==> src/logic/lcdc_regs.svh <==
// Purpose: register map, reset values and timing counts of the LCD control slice
// Assumes: AXI4-Lite slave, 32-bit data, aclk at 250 MHz
// Notes: Included by the lcdc_top and lcdc_frame_gen modules; definitions only
`ifndef LCDC_REGS_SVH
`define LCDC_REGS_SVH
`define LCDC_AW 8
`define LCDC_OFS_CTRL 8'h00
`define LCDC_OFS_SETUP 8'h04
`define LCDC_OFS_SUPPLY 8'h08
`define LCDC_OFS_STAT 8'h0C
`define LCDC_OFS_MASK 8'h10
`define LCDC_OFS_STATE 8'h14
`define LCDC_SETUP_RST 8'h03
`define LCDC_DUTY_RST 3'h3
`define LCDC_SUPPLY_EXT 2'h3
`define LCDC_RESP_OKAY 2'h0
`define LCDC_RESP_SLVERR 2'h2
`define LCDC_ACLK_HZ 250000000
`define LCDC_PANEL_HZ 32768
`define LCDC_PANEL_DIV (`LCDC_ACLK_HZ / `LCDC_PANEL_HZ)
`define LCDC_DIV_W 13
`endif

==> src/logic/lcdc_pkg.sv <==
// Purpose: types shared by the LCD control slice
// Assumes: lcdc_regs.svh for the numbers
// Notes: Struct layouts give the register field positions
package lcdc_pkg;
  typedef struct packed {
    logic frame_irq_enable;
    logic [3:0] rsvd;
    logic complementary_drive_enable;
    logic halt_in_wait;
    logic halt_in_deep_sleep;
  } lcdc_ctrl_t;
  typedef struct packed {
    logic [1:0] rsvd;
    logic [2:0] frame_prescaler;
    logic [2:0] duty_sel;
  } lcdc_setup_t;
  typedef struct packed {
    logic [3:0] rsvd;
    logic charge_pump_enable;
    logic regulator_enable;
    logic [1:0] supply_source_sel;
  } lcdc_supply_t;
  typedef enum {
    REG_CTRL, REG_SETUP, REG_SUPPLY, REG_STAT, REG_MASK, REG_STATE, REG_NONE
  } lcdc_reg_t;
  typedef struct packed {
    logic [7:0] backplane_drive;
    logic driver_run;
    logic pump_run;
    logic regulator_on;
    logic gpio_complementary;
    logic gpio_ref_rail3;
  } lcdc_pins_t;
  typedef struct packed {
    logic [12:0] panel_cnt;
    logic [2:0] step_cnt;
    logic [2:0] bp_index;
    logic frame_start;
  } lcdc_fg_t;
  typedef struct packed {
    lcdc_ctrl_t ctrl;
    lcdc_setup_t setup;
    lcdc_supply_t supply;
    logic irq_stat;
    logic irq_mask;
    logic wait_meta;
    logic wait_sync;
    logic sleep_meta;
    logic sleep_sync;
    logic aw_held;
    logic [7:0] aw_addr;
    logic w_held;
    logic [7:0] w_data;
    logic w_strb0;
    logic awready;
    logic wready;
    logic bvalid;
    logic [1:0] bresp;
    logic arready;
    logic rvalid;
    logic [1:0] rresp;
    logic [31:0] rdata;
    lcdc_pins_t pins;
    logic irq;
  } lcdc_st_t;
endpackage : lcdc_pkg

==> src/logic/lcdc_top.sv <==
// Purpose: LCD duty, pin mode and low-power control with AXI4-Lite registers
// Assumes: wait_mode and deep_sleep_mode come from another domain
// Notes: Two writes and one read may be open at a time
//
// Design decisions made here: the AXI4-Lite interface to the registers and the address map.
`timescale 1ns/1ps
`default_nettype none
`include "lcdc_regs.svh"
module lcdc_top
  import lcdc_pkg::*;
#(
  parameter int unsigned PANEL_DIV = `LCDC_PANEL_DIV
) (
  input wire logic aclk,
  input wire logic aresetn,
  input wire logic [7:0] s_axi_awaddr,
  input wire logic s_axi_awvalid,
  output logic s_axi_awready,
  input wire logic [31:0] s_axi_wdata,
  input wire logic [3:0] s_axi_wstrb,
  input wire logic s_axi_wvalid,
  output logic s_axi_wready,
  output logic [1:0] s_axi_bresp,
  output logic s_axi_bvalid,
  input wire logic s_axi_bready,
  input wire logic [7:0] s_axi_araddr,
  input wire logic s_axi_arvalid,
  output logic s_axi_arready,
  output logic [31:0] s_axi_rdata,
  output logic [1:0] s_axi_rresp,
  output logic s_axi_rvalid,
  input wire logic s_axi_rready,
  input wire logic wait_mode,
  input wire logic deep_sleep_mode,
  output logic [7:0] backplane_drive,
  output logic driver_run,
  output logic pump_run,
  output logic regulator_on,
  output logic gpio_complementary,
  output logic gpio_ref_rail3,
  output logic irq
);
  lcdc_st_t st_reg;
  lcdc_st_t st_next;
  logic [2:0] bp_index;
  logic frame_start;

  function automatic lcdc_reg_t decode(input logic [7:0] addr);
    case (addr)
      `LCDC_OFS_CTRL: decode = REG_CTRL;
      `LCDC_OFS_SETUP: decode = REG_SETUP;
      `LCDC_OFS_SUPPLY: decode = REG_SUPPLY;
      `LCDC_OFS_STAT: decode = REG_STAT;
      `LCDC_OFS_MASK: decode = REG_MASK;
      `LCDC_OFS_STATE: decode = REG_STATE;
      default: decode = REG_NONE;
    endcase
  endfunction : decode

  // Only byte lane 0 carries register bits
  function automatic logic [7:0] merge(
    input logic [7:0] old,
    input logic [7:0] data,
    input logic strb0
  );
    merge = strb0 ? data : old;
  endfunction : merge

  lcdc_frame_gen #(
    .PANEL_DIV(PANEL_DIV)
  ) u_frame_gen (
    .aclk(aclk),
    .aresetn(aresetn),
    .run(st_reg.pins.driver_run),
    .duty_sel(st_reg.setup.duty_sel),
    .frame_prescaler(st_reg.setup.frame_prescaler),
    .bp_index(bp_index),
    .frame_start(frame_start)
  );

  always_comb begin
    lcdc_reg_t wsel;
    lcdc_reg_t rsel;
    logic do_write;
    logic irq_clr;
    logic halt;
    logic full_comp;
    wsel = decode(st_reg.aw_addr);
    rsel = decode(s_axi_araddr);
    do_write = 1'b0;
    irq_clr = 1'b0;
    halt = 1'b0;
    full_comp = 1'b0;
    st_next = st_reg;

    // Mode levels cross in through two flops
    st_next.wait_meta = wait_mode;
    st_next.wait_sync = st_reg.wait_meta;
    st_next.sleep_meta = deep_sleep_mode;
    st_next.sleep_sync = st_reg.sleep_meta;

    // Write address and data are taken in either order
    if (s_axi_awvalid && st_reg.awready) begin
      st_next.aw_held = 1'b1;
      st_next.aw_addr = s_axi_awaddr;
    end
    if (s_axi_wvalid && st_reg.wready) begin
      st_next.w_held = 1'b1;
      st_next.w_data = s_axi_wdata[7:0];
      st_next.w_strb0 = s_axi_wstrb[0];
    end
    if (st_reg.bvalid && s_axi_bready) begin
      st_next.bvalid = 1'b0;
    end
    if (st_reg.aw_held && st_reg.w_held && !st_reg.bvalid) begin
      do_write = 1'b1;
      st_next.aw_held = 1'b0;
      st_next.w_held = 1'b0;
      st_next.bvalid = 1'b1;
      st_next.bresp = (wsel == REG_NONE) ? `LCDC_RESP_SLVERR : `LCDC_RESP_OKAY;
    end
    if (do_write) begin
      case (wsel)
        REG_CTRL: begin
          st_next.ctrl = merge(st_reg.ctrl, st_reg.w_data, st_reg.w_strb0);
          st_next.ctrl.rsvd = '0;
        end
        REG_SETUP: begin
          st_next.setup = merge(st_reg.setup, st_reg.w_data, st_reg.w_strb0);
          st_next.setup.rsvd = '0;
        end
        REG_SUPPLY: begin
          st_next.supply = merge(st_reg.supply, st_reg.w_data, st_reg.w_strb0);
          st_next.supply.rsvd = '0;
        end
        REG_STAT: irq_clr = st_reg.w_strb0 && st_reg.w_data[0];
        REG_MASK: begin
          if (st_reg.w_strb0) begin
            st_next.irq_mask = st_reg.w_data[0];
          end
        end
        default: begin
        end
      endcase
    end
    st_next.awready = !st_next.aw_held;
    st_next.wready = !st_next.w_held;

    // Read path answers one cycle after the address is taken
    if (st_reg.rvalid && s_axi_rready) begin
      st_next.rvalid = 1'b0;
    end
    if (s_axi_arvalid && st_reg.arready) begin
      st_next.rvalid = 1'b1;
      st_next.rresp = (rsel == REG_NONE) ? `LCDC_RESP_SLVERR : `LCDC_RESP_OKAY;
      st_next.rdata = '0;
      case (rsel)
        REG_CTRL: st_next.rdata[7:0] = st_reg.ctrl;
        REG_SETUP: st_next.rdata[7:0] = st_reg.setup;
        REG_SUPPLY: st_next.rdata[7:0] = st_reg.supply;
        REG_STAT: st_next.rdata[0] = st_reg.irq_stat;
        REG_MASK: st_next.rdata[0] = st_reg.irq_mask;
        REG_STATE: st_next.rdata[7:0] = {bp_index, st_reg.pins.driver_run,
          st_reg.pins.pump_run, st_reg.pins.regulator_on,
          st_reg.pins.gpio_complementary, st_reg.pins.gpio_ref_rail3};
        default: begin
        end
      endcase
    end
    st_next.arready = !st_next.rvalid;

    // Sticky frame flag: a new frame wins over a same-cycle clear
    st_next.irq_stat = (st_reg.irq_stat && !irq_clr)
      || (frame_start && st_reg.ctrl.frame_irq_enable);
    st_next.irq = st_next.irq_stat && st_next.irq_mask;

    halt = (st_reg.ctrl.halt_in_wait && st_reg.wait_sync)
      || (st_reg.ctrl.halt_in_deep_sleep && st_reg.sleep_sync);
    st_next.pins.driver_run = !halt;
    st_next.pins.pump_run = !halt && st_reg.supply.charge_pump_enable;
    // Regulator needs the pump as its load
    st_next.pins.regulator_on = st_next.pins.pump_run
      && st_reg.supply.regulator_enable;

    full_comp = st_reg.ctrl.complementary_drive_enable
      && (st_reg.supply.supply_source_sel == `LCDC_SUPPLY_EXT)
      && !st_reg.supply.regulator_enable;
    st_next.pins.gpio_complementary = full_comp;
    st_next.pins.gpio_ref_rail3 = full_comp;

    // One-hot backplane select; all off while halted
    st_next.pins.backplane_drive = '0;
    if (st_reg.pins.driver_run && !halt) begin
      st_next.pins.backplane_drive[bp_index] = 1'b1;
    end
  end

  always_ff @(posedge aclk) begin
    if (!aresetn) begin
      st_reg <= '0;
      st_reg.setup <= `LCDC_SETUP_RST;
    end else begin
      st_reg <= st_next;
    end
  end

  assign s_axi_awready = st_reg.awready;
  assign s_axi_wready = st_reg.wready;
  assign s_axi_bresp = st_reg.bresp;
  assign s_axi_bvalid = st_reg.bvalid;
  assign s_axi_arready = st_reg.arready;
  assign s_axi_rdata = st_reg.rdata;
  assign s_axi_rresp = st_reg.rresp;
  assign s_axi_rvalid = st_reg.rvalid;
  assign backplane_drive = st_reg.pins.backplane_drive;
  assign driver_run = st_reg.pins.driver_run;
  assign pump_run = st_reg.pins.pump_run;
  assign regulator_on = st_reg.pins.regulator_on;
  assign gpio_complementary = st_reg.pins.gpio_complementary;
  assign gpio_ref_rail3 = st_reg.pins.gpio_ref_rail3;
  assign irq = st_reg.irq;
endmodule : lcdc_top
`default_nettype wire

==> src/logic/lcdc_frame_gen.sv <==
// Purpose: backplane sequencer and frame start pulse
// Assumes: run comes from a flop on aclk
// Notes: Halting clears the sequence so a restart begins a fresh frame
`timescale 1ns/1ps
`default_nettype none
`include "lcdc_regs.svh"
module lcdc_frame_gen
  import lcdc_pkg::*;
#(
  parameter int unsigned PANEL_DIV = `LCDC_PANEL_DIV
) (
  input wire logic aclk,
  input wire logic aresetn,
  input wire logic run,
  input wire logic [2:0] duty_sel,
  input wire logic [2:0] frame_prescaler,
  output logic [2:0] bp_index,
  output logic frame_start
);
  localparam logic [12:0] DIV_LAST = 13'(PANEL_DIV - 1);
  lcdc_fg_t st_reg;
  lcdc_fg_t st_next;

  always_comb begin
    st_next = st_reg;
    st_next.frame_start = 1'b0;
    if (!run) begin
      st_next.panel_cnt = '0;
      st_next.step_cnt = '0;
      st_next.bp_index = '0;
    end else if (st_reg.bp_index > duty_sel) begin
      // A lowered duty must never leave a backplane beyond the new range
      st_next.panel_cnt = '0;
      st_next.step_cnt = '0;
      st_next.bp_index = '0;
    end else if (st_reg.panel_cnt != DIV_LAST) begin
      st_next.panel_cnt = st_reg.panel_cnt + 13'h0001;
    end else begin
      st_next.panel_cnt = '0;
      // Each backplane lasts prescaler+1 panel clocks
      if (st_reg.step_cnt != frame_prescaler) begin
        st_next.step_cnt = st_reg.step_cnt + 3'h1;
      end else begin
        st_next.step_cnt = '0;
        if (st_reg.bp_index >= duty_sel) begin
          st_next.bp_index = '0;
          st_next.frame_start = 1'b1;
        end else begin
          st_next.bp_index = st_reg.bp_index + 3'h1;
        end
      end
    end
  end

  always_ff @(posedge aclk) begin
    if (!aresetn) begin
      st_reg <= '0;
    end else begin
      st_reg <= st_next;
    end
  end

  assign bp_index = st_reg.bp_index;
  assign frame_start = st_reg.frame_start;
endmodule : lcdc_frame_gen
`default_nettype wire

==> config.mk <==
export PLATFORM = sky130hd
export DESIGN_NAME = lcdc_top
export DESIGN_NICKNAME = d
export VERILOG_FILES = /design/src/logic/lcdc_pkg.sv /design/src/logic/lcdc_top.sv /design/src/logic/lcdc_frame_gen.sv
export VERILOG_INCLUDE_DIRS = /design/src /design/src/logic
export SDC_FILE = /design/constraint.sdc
export NUM_CORES = 1
export LEC_CHECK = 0
export BUFFER_PORTS_ARGS = -buffer_cell sky130_fd_sc_hd__clkbuf_2
export CAP_MARGIN = 20
export CELL_PAD_IN_SITES_DETAIL_PLACEMENT = 0
export CELL_PAD_IN_SITES_GLOBAL_PLACEMENT = 1
export CORE_UTILIZATION = 34
export CTS_CLUSTER_SIZE = 20
export DETAILED_ROUTE_END_ITERATION = 7
export PLACE_DENSITY = 0.71
export REMOVE_ABC_BUFFERS = 1
export SLEW_MARGIN = 20
export SYNTH_ARGS = -nofsm -noshare
export SYNTH_HDL_FRONTEND = slang
export SYNTH_SLANG_ARGS = --single-unit
==> constraint.sdc <==
create_clock -name aclk -period 2.8 [get_ports aclk]
set_input_delay 0.56 -clock aclk [delete_from_list [all_inputs] [get_ports aclk]]
set_output_delay 0.56 -clock aclk [all_outputs]
set_load 0.01 [all_outputs]
==> impl_metrics.ini, run 1 <==
[sta]
fmax_mhz = 414
setup_violations = 0
slew_violations = 0
slew_headroom = 0.560
finalHoldViolCount = 0
rsz0062_at_grt = false
fin_skew_ns = 0.00637
layout_min_cycle_time_ns = 2.41
tightest_slew_ns = 0.658
final.setup.tns_ns = 0
finalCritPeriodShare = 0.862

[final_layout]
num_antenna_cells = 0
nets = 571
synthToLayoutAreaGrowth_pct = 12.1
drive_gt1_frac = 0.174
stdcell_area_mm2 = 0.00453
largest_reg_flops = 36

[clock_network]
post_cts_buffers = 0
clk_pin_slew_ns = 0.07
insertion_delay_ns = 0.33
cts.sinks = 86
cts-root-buf = clkbuf_16
clock_path_buffers = 2
numCtsBuffers = 9
cts_tree = built
cts-htree-levels = 3
hold_buffers = 0
cts_resized = 0

[drt]
drt-total-wl_mm = 8.13
route.detailed.drc = 22
first_iter_violations = 174
wl_per_cell_um = 12.5
postRouteAntennaNets = 0
firstDrtPassIters = 7
via_per_inst = 4.74
vias = 3084

[setup_path]
worst_ep_arrival_time_ns = 2.69
critPathKind = in2reg
crit_path_end_kind = flip-flop
reg2reg_depth = 6
crit_fanout = 7
crit_path_start_kind = input port
reg2reg_slack_ns = 0.65
r2r-start = u_frame_gen.bp_index[1]
r2r_end = u_frame_gen.st_reg[10]
required_ns = 3.08

[pwr]
power_mw = 2.55
p_leak_nw = 1.85
peakVddDrop_mv = 0.253
powerDensity_mw_per_mm2 = 562

[yosys]
syn_area_mm2 = 0.00404
syn_inst = 462
ys_seq_area_frac = 0.426
synth_ff_type = dfxtp_1
syn_area_per_cell_um2 = 8.74
synth_seq_cells = 86
synth_edf_count = 0
yosys_warnings = 0
synthArstFlopShare = 0
ys_types = 51

[outcome]
status = complete, but fails checks
violations = design-rule violations

[global_route]
grt_pass1_wl_mm = 14.0
antenna_found_initial = 0
grt_pass1_vias = 2912
track_usage = 0.140
grt_max_degree = 51
overflow = 0

[floorplanning]
initial_core_util = 0.351
rows = 39
die-width_um = 111
num_io_pins = 116
core_mm2 = 0.0115
dieArea_mm2 = 0.0123
die_y_um = 111

[hold_path]
min_from = deep_sleep_mode
worstHoldEndpoint = st_next[74]
hold_class = in2reg
whs_path_depth = 2

[place]
port_buffers = 61
hpwl_mm = 6.07
place_area_mm2 = 0.00425
gp_congestion = 0.771

[flow_run]
maxCapViolCount = 0
cell usage after synthesis, drive strengths merged (3+ instances only):
cell type / n / area [um2]
nand2: 52 / 198
a21boi: 25 / 188
nor2b: 13 / 81.3
a32o: 4 / 40.0
and3: 5 / 31.3
nor3b: 3 / 22.5
o21a: 4 / 30.0
nor3: 10 / 55.1
nor2: 33 / 124
a31oi: 3 / 18.8
nand4: 8 / 50.1
mux2i: 12 / 120
a21oi: 16 / 80.1
nand3: 34 / 170
ha: 8 / 100
buf: 45 / 338
nand3b: 5 / 37.5
clkbuf: 16 / 60.1
dfxtp: 86 / 1720
inv: 9 / 33.8
o21ai: 8 / 40.0
and2: 11 / 68.8
xor2: 8 / 70.1
xnor2: 6 / 52.6
nand2b: 9 / 56.3
critical path: stages:
cell	delay, ns
clkbuf_2	0.09
or3_1	0.41
nor3_2	0.15
nand3b_1	0.10
ha_1	0.32
or4bb_1	0.49
a21oi_1	0.16
o31ai_1	0.11
a31oi_1	0.17
o21a_1	0.13
logic make-up (layout without fill, tap and decap cells):
group | after synthesis | in the layout | synth area share
buffers and inverters | 70 | 90 | 0.107
adders and majority gates | 8 | 8 | 0.0248
and+or+nand+nor | 198 | 198 | 0.256
other | 1 | 26 | 0.000929
muxes | 12 | 12 | 0.0298
xor gates and xnor gates | 14 | 14 | 0.0304
DFF | 86 | 86 | 0.426
AOI/OAI and AO/OA | 73 | 73 | 0.125
worst max path at each step:
stage | from | to | slack, ns | cells after the start
finish | s_axi_araddr[1] | s_axi_rdata[0] | 0.39 | 10
floorplan | s_axi_araddr[1] | s_axi_rdata[0] | 0.07 | 9
global route | s_axi_araddr[1] | s_axi_rdata[0] | 0.20 | 10
detailed placement | s_axi_araddr[1] | s_axi_rdata[0] | 0.05 | 10
global placement | s_axi_araddr[1] | s_axi_rdata[0] | 0.07 | 10
CTS | s_axi_araddr[1] | s_axi_rdata[0] | 0.39 | 10
power breakdown:
part / switching [mW] / internal (mW) / total (mW)
Combinational: 0.0949 / 0.0599 / 0.155
Sequential: 0.0264 / 1.25 / 1.28
Clock: 0.506 / 0.610 / 1.12
Total: 0.628 / 1.92 / 2.55
cell type report:
type	instances	area (um2)
Sequential cell	86	1720
Tap cell	143	179
Clock inverter	7	55.1
Multi-Input combinational cell	331	1980
Fill cell	1175	6990
Inverter	9	33.8
Timing Repair Buffer	65	335
Clock buffer	9	225
layout by cell type, fill, tap and decap left out, types with 9 or more instances in the layout:
| master | Yosys | final |
|---|---|---|
| dfxtp_1 | 86 | 86 |
| clkbuf_2 | 0 | 61 |
| nand2_1 | 51 | 51 |
| nand3_1 | 34 | 34 |
| nor2_1 | 33 | 33 |
| conb_1 | 1 | 26 |
| a21boi_0 | 25 | 25 |
| a21oi_1 | 16 | 16 |
| nor2b_1 | 13 | 13 |
| mux2i_1 | 12 | 12 |
| and2_1 | 11 | 11 |
| inv_1 | 9 | 9 |
| nor3_1 | 9 | 9 |
| nand2b_1 | 9 | 9 |
| clkbuf_16 | 0 | 9 |
per-stage QoR:
stage	hold slack [ns]	util	setup slack [ns]	cells
after detailed placement	0.426	0.369	0.0519	634
after floorplan	0.412	-	0.0655	426
final	0.430	0.393	0.386	650
after CTS	0.420	0.393	0.390	650
after global routing	0.448	0.393	0.200	650
after global placement	0.423	0.369	0.0720	634
metal layers:
layer / up-vias / wire length [um] / global-route usage
li1: 1606 / - / -
met1: 1399 / 4200 / 0.195
met2: 72 / 3470 / 0.210
met3: 7 / 359 / 0.0312
met4: 0 / 95 / 0.0493
met5: - / 0 / 0
(Power assumes the default switching activity.)
==> run 2: changes to the inputs <==
- ABC_AREA: unset -> 1
- CORE_UTILIZATION: 34 -> 33
==> run 2 against run 1 <==
The flow still finishes with violations (design-rule violations). Sequential share of layout area rose by 0.36 points. Global-route usage barely moved. Combinational power rose by 22%. Worst hold slack got worse by 0.020 ns. Critical endpoint is now u_frame_gen.st_reg[11].
==> impl_metrics.ini, run 2 <==
[place]
dp_cells = 699
gp_congestion = 0.819
hpwl_mm = 6.24
port_buffers = 61
place_ws_ns = 0.493

[floorplanning]
core_mm2 = 0.0116
die_y_um = 112
num_io_pins = 116
die-width_um = 112
dieArea_mm2 = 0.0125
rows = 39
initial_core_util = 0.343

[setup_path]
critPathTopFamily = simple AND/OR/NAND/NOR gates
r2r-start = st_reg[90]
required_ns = 3.05
critPathKind = reg2reg
reg2reg_slack_ns = 0.80
cpPeakStageDelay_ns = 0.36
path_common_cell = nand2_1
crit_path_start_kind = flip-flop
crit_fanout = 13
worst_ep_arrival_time_ns = 2.25
reg2reg_depth = 9
worstPathCellList = inv_1 -> ha_1 -> a21oi_1 -> nand2_1 -> nand2_1 -> nand3_1 -> inv_1 -> nand2_1 -> nor3b_1
crit_path_end_kind = flip-flop
crit_buf_inv = 2
r2r_end = u_frame_gen.st_reg[11]
crit_path_top_delay_cell = dfxtp_1

[flow_run]
maxCapViolCount = 0

[pwr]
power_mw = 2.62
powerDensity_mw_per_mm2 = 585
power_frac_seq = 0.485
switchingPower_uw = 615
power_frac_comb = 0.072
pwr-share-clk = 0.443
internal_power_mw = 2.01
p_leak_nw = 2.03
swShare = 0.234
peakVddDrop_mv = 0.248

[hold_path]
min_from = wait_mode
worstHoldEndpoint = st_next[76]
whs_path_depth = 3
hold_class = in2reg

[clock_network]
numCtsBuffers = 9
clk_pin_slew_ns = 0.06
cts-root-buf = clkbuf_16
cts.sinks = 86
post_cts_buffers = 0
cts_tree = built
cts_resized = 0
insertion_delay_ns = 0.33
hold_buffers = 0
clock_path_buffers = 2
cts-htree-levels = 3

[final_layout]
fin_util = 0.388
fillerInstances = 1221
final_cell_mix = 86 x dfxtp_1, 81 x nand2_1, 65 x nor2_1, 61 x clkbuf_2, 59 x inv_1
num_antenna_cells = 0
synthToLayoutAreaGrowth_pct = 13.1
drive_gt1_frac = 0.182
largest_reg_flops = 36
fin_cells = 715
multi_input_area_mm2 = 0.00172
nets = 636
layout_commonest_cell = dfxtp_1
seqCellArea_mm2 = 0.00172

[yosys]
synth_area_leaders = dfxtp_1 43%, buf_4 8.5%, nand2_1 7.7%, nor2_1 6.2%, inv_1 5.6%
ys_types = 40
synth_ff_type = dfxtp_1
synth_edf_count = 0
synth_seq_cells = 86
yosysMostFrequentCell = dfxtp_1
yosys_warnings = 0
ys_seq_area_frac = 0.434
netlist.area_leader.share = 0.434
synthArstFlopShare = 0
syn_inst = 521
syn_area_mm2 = 0.00397
synthTopCellsByCount = 86 x dfxtp_1, 81 x nand2_1, 65 x nor2_1
syn_area_per_cell_um2 = 7.61
yosys.area.top_type = dfxtp_1

[sta]
setup_violations = 0
fin_ws_ns = 0.800
fin_skew_ns = 0.00676
fmax_mhz = 500
finalCritPeriodShare = 0.714
final.setup.tns_ns = 0
slew_violations = 0
rsz0062_at_grt = false
layout_min_cycle_time_ns = 2.00
finalHoldViolCount = 0

[global_route]
grtUsageMet1 = 0.187
grt_pass1_wl_mm = 13.9
grt_max_degree = 23
met2_usage = 0.209
track_usage = 0.140
overflow = 0
antenna_found_initial = 0
grt_pass1_vias = 2973
top_usage_layer = met2
grt_use_met3 = 0.0403

[drt]
postRouteAntennaNets = 0
firstDrtPassIters = 7
wl_per_cell_um = 11.4
vias = 3180
via_per_inst = 4.45
route.detailed.drc = 10
first_iter_violations = 172
drt-total-wl_mm = 8.15

[outcome]
violations = design-rule violations
status = complete, but fails checks
## run 2: worst min-delay path, cell delays in order
cell	delay, ns
clkbuf_2	0.08
nand2_1	0.04
inv_1	0.04
## run 2: logic make-up after synthesis
family,count (synthesis),synth area share
buffers and inverters,119,0.156
AO/OA/AOI/OAI,88,0.121
AND/OR/NAND/NOR,209,0.241
XOR/XNOR,10,0.0221
flip-flops,86,0.434
adder cells (fa/ha/maj),8,0.0252
other,1,0.000946
## run 2: per-layer routing
metal / up-vias / share of wire
met1: 1404 / 0.50
met3: 6 / 0.053
li1: 1694 / -
met2: 76 / 0.44
met4: 0 / 0.0064
met5: - / 0
## run 2: worst max-delay path by stage
stage	from	slack [ns]	depth (start not counted)	endpoint
6_report	st_reg[90]	0.80	9	u_frame_gen.st_reg[11]
5_1_grt	st_reg[90]	0.48	9	u_frame_gen.st_reg[11]
2_1_floorplan	s_axi_araddr[5]	0.84	14	s_axi_rdata[2]
4_1_cts	st_reg[90]	0.77	9	u_frame_gen.st_reg[11]
3_5_place_dp	s_axi_araddr[7]	0.49	15	s_axi_rdata[2]
3_3_place_gp	s_axi_araddr[7]	0.52	15	s_axi_rdata[2]
## run 2: per-stage QoR
step	hold slack (ns)	area, um2
CTS	0.395	4490
finish	0.409	4490
detailed placement	0.406	4190
global route	0.409	4490
global placement	0.404	4190
floorplan	0.390	3690
## run 2: final cells by class
type | count | area share
sequential | 86 | 0.384
multi-input combinational | 341 | 0.383
timing repair buffer | 64 | 0.0731
tap | 143 | 0.0399
clock buffer | 11 | 0.0519
inverter | 65 | 0.0547
clock inverter | 5 | 0.0134
## run 2: power by group through the flow
| stage | Combinational [mW] | Sequential [mW] | Clock, mW |
|---|---|---|---|
| finish | 0.189 | 1.27 | 1.16 |
| global route | 0.217 | 1.28 | 1.26 |
| CTS | 0.191 | 1.27 | 1.20 |
| detailed placement | 0.190 | 1.30 | 0 |
| global placement | 0.188 | 1.30 | 0 |
| floorplan | 0.116 | 1.30 | 0 |
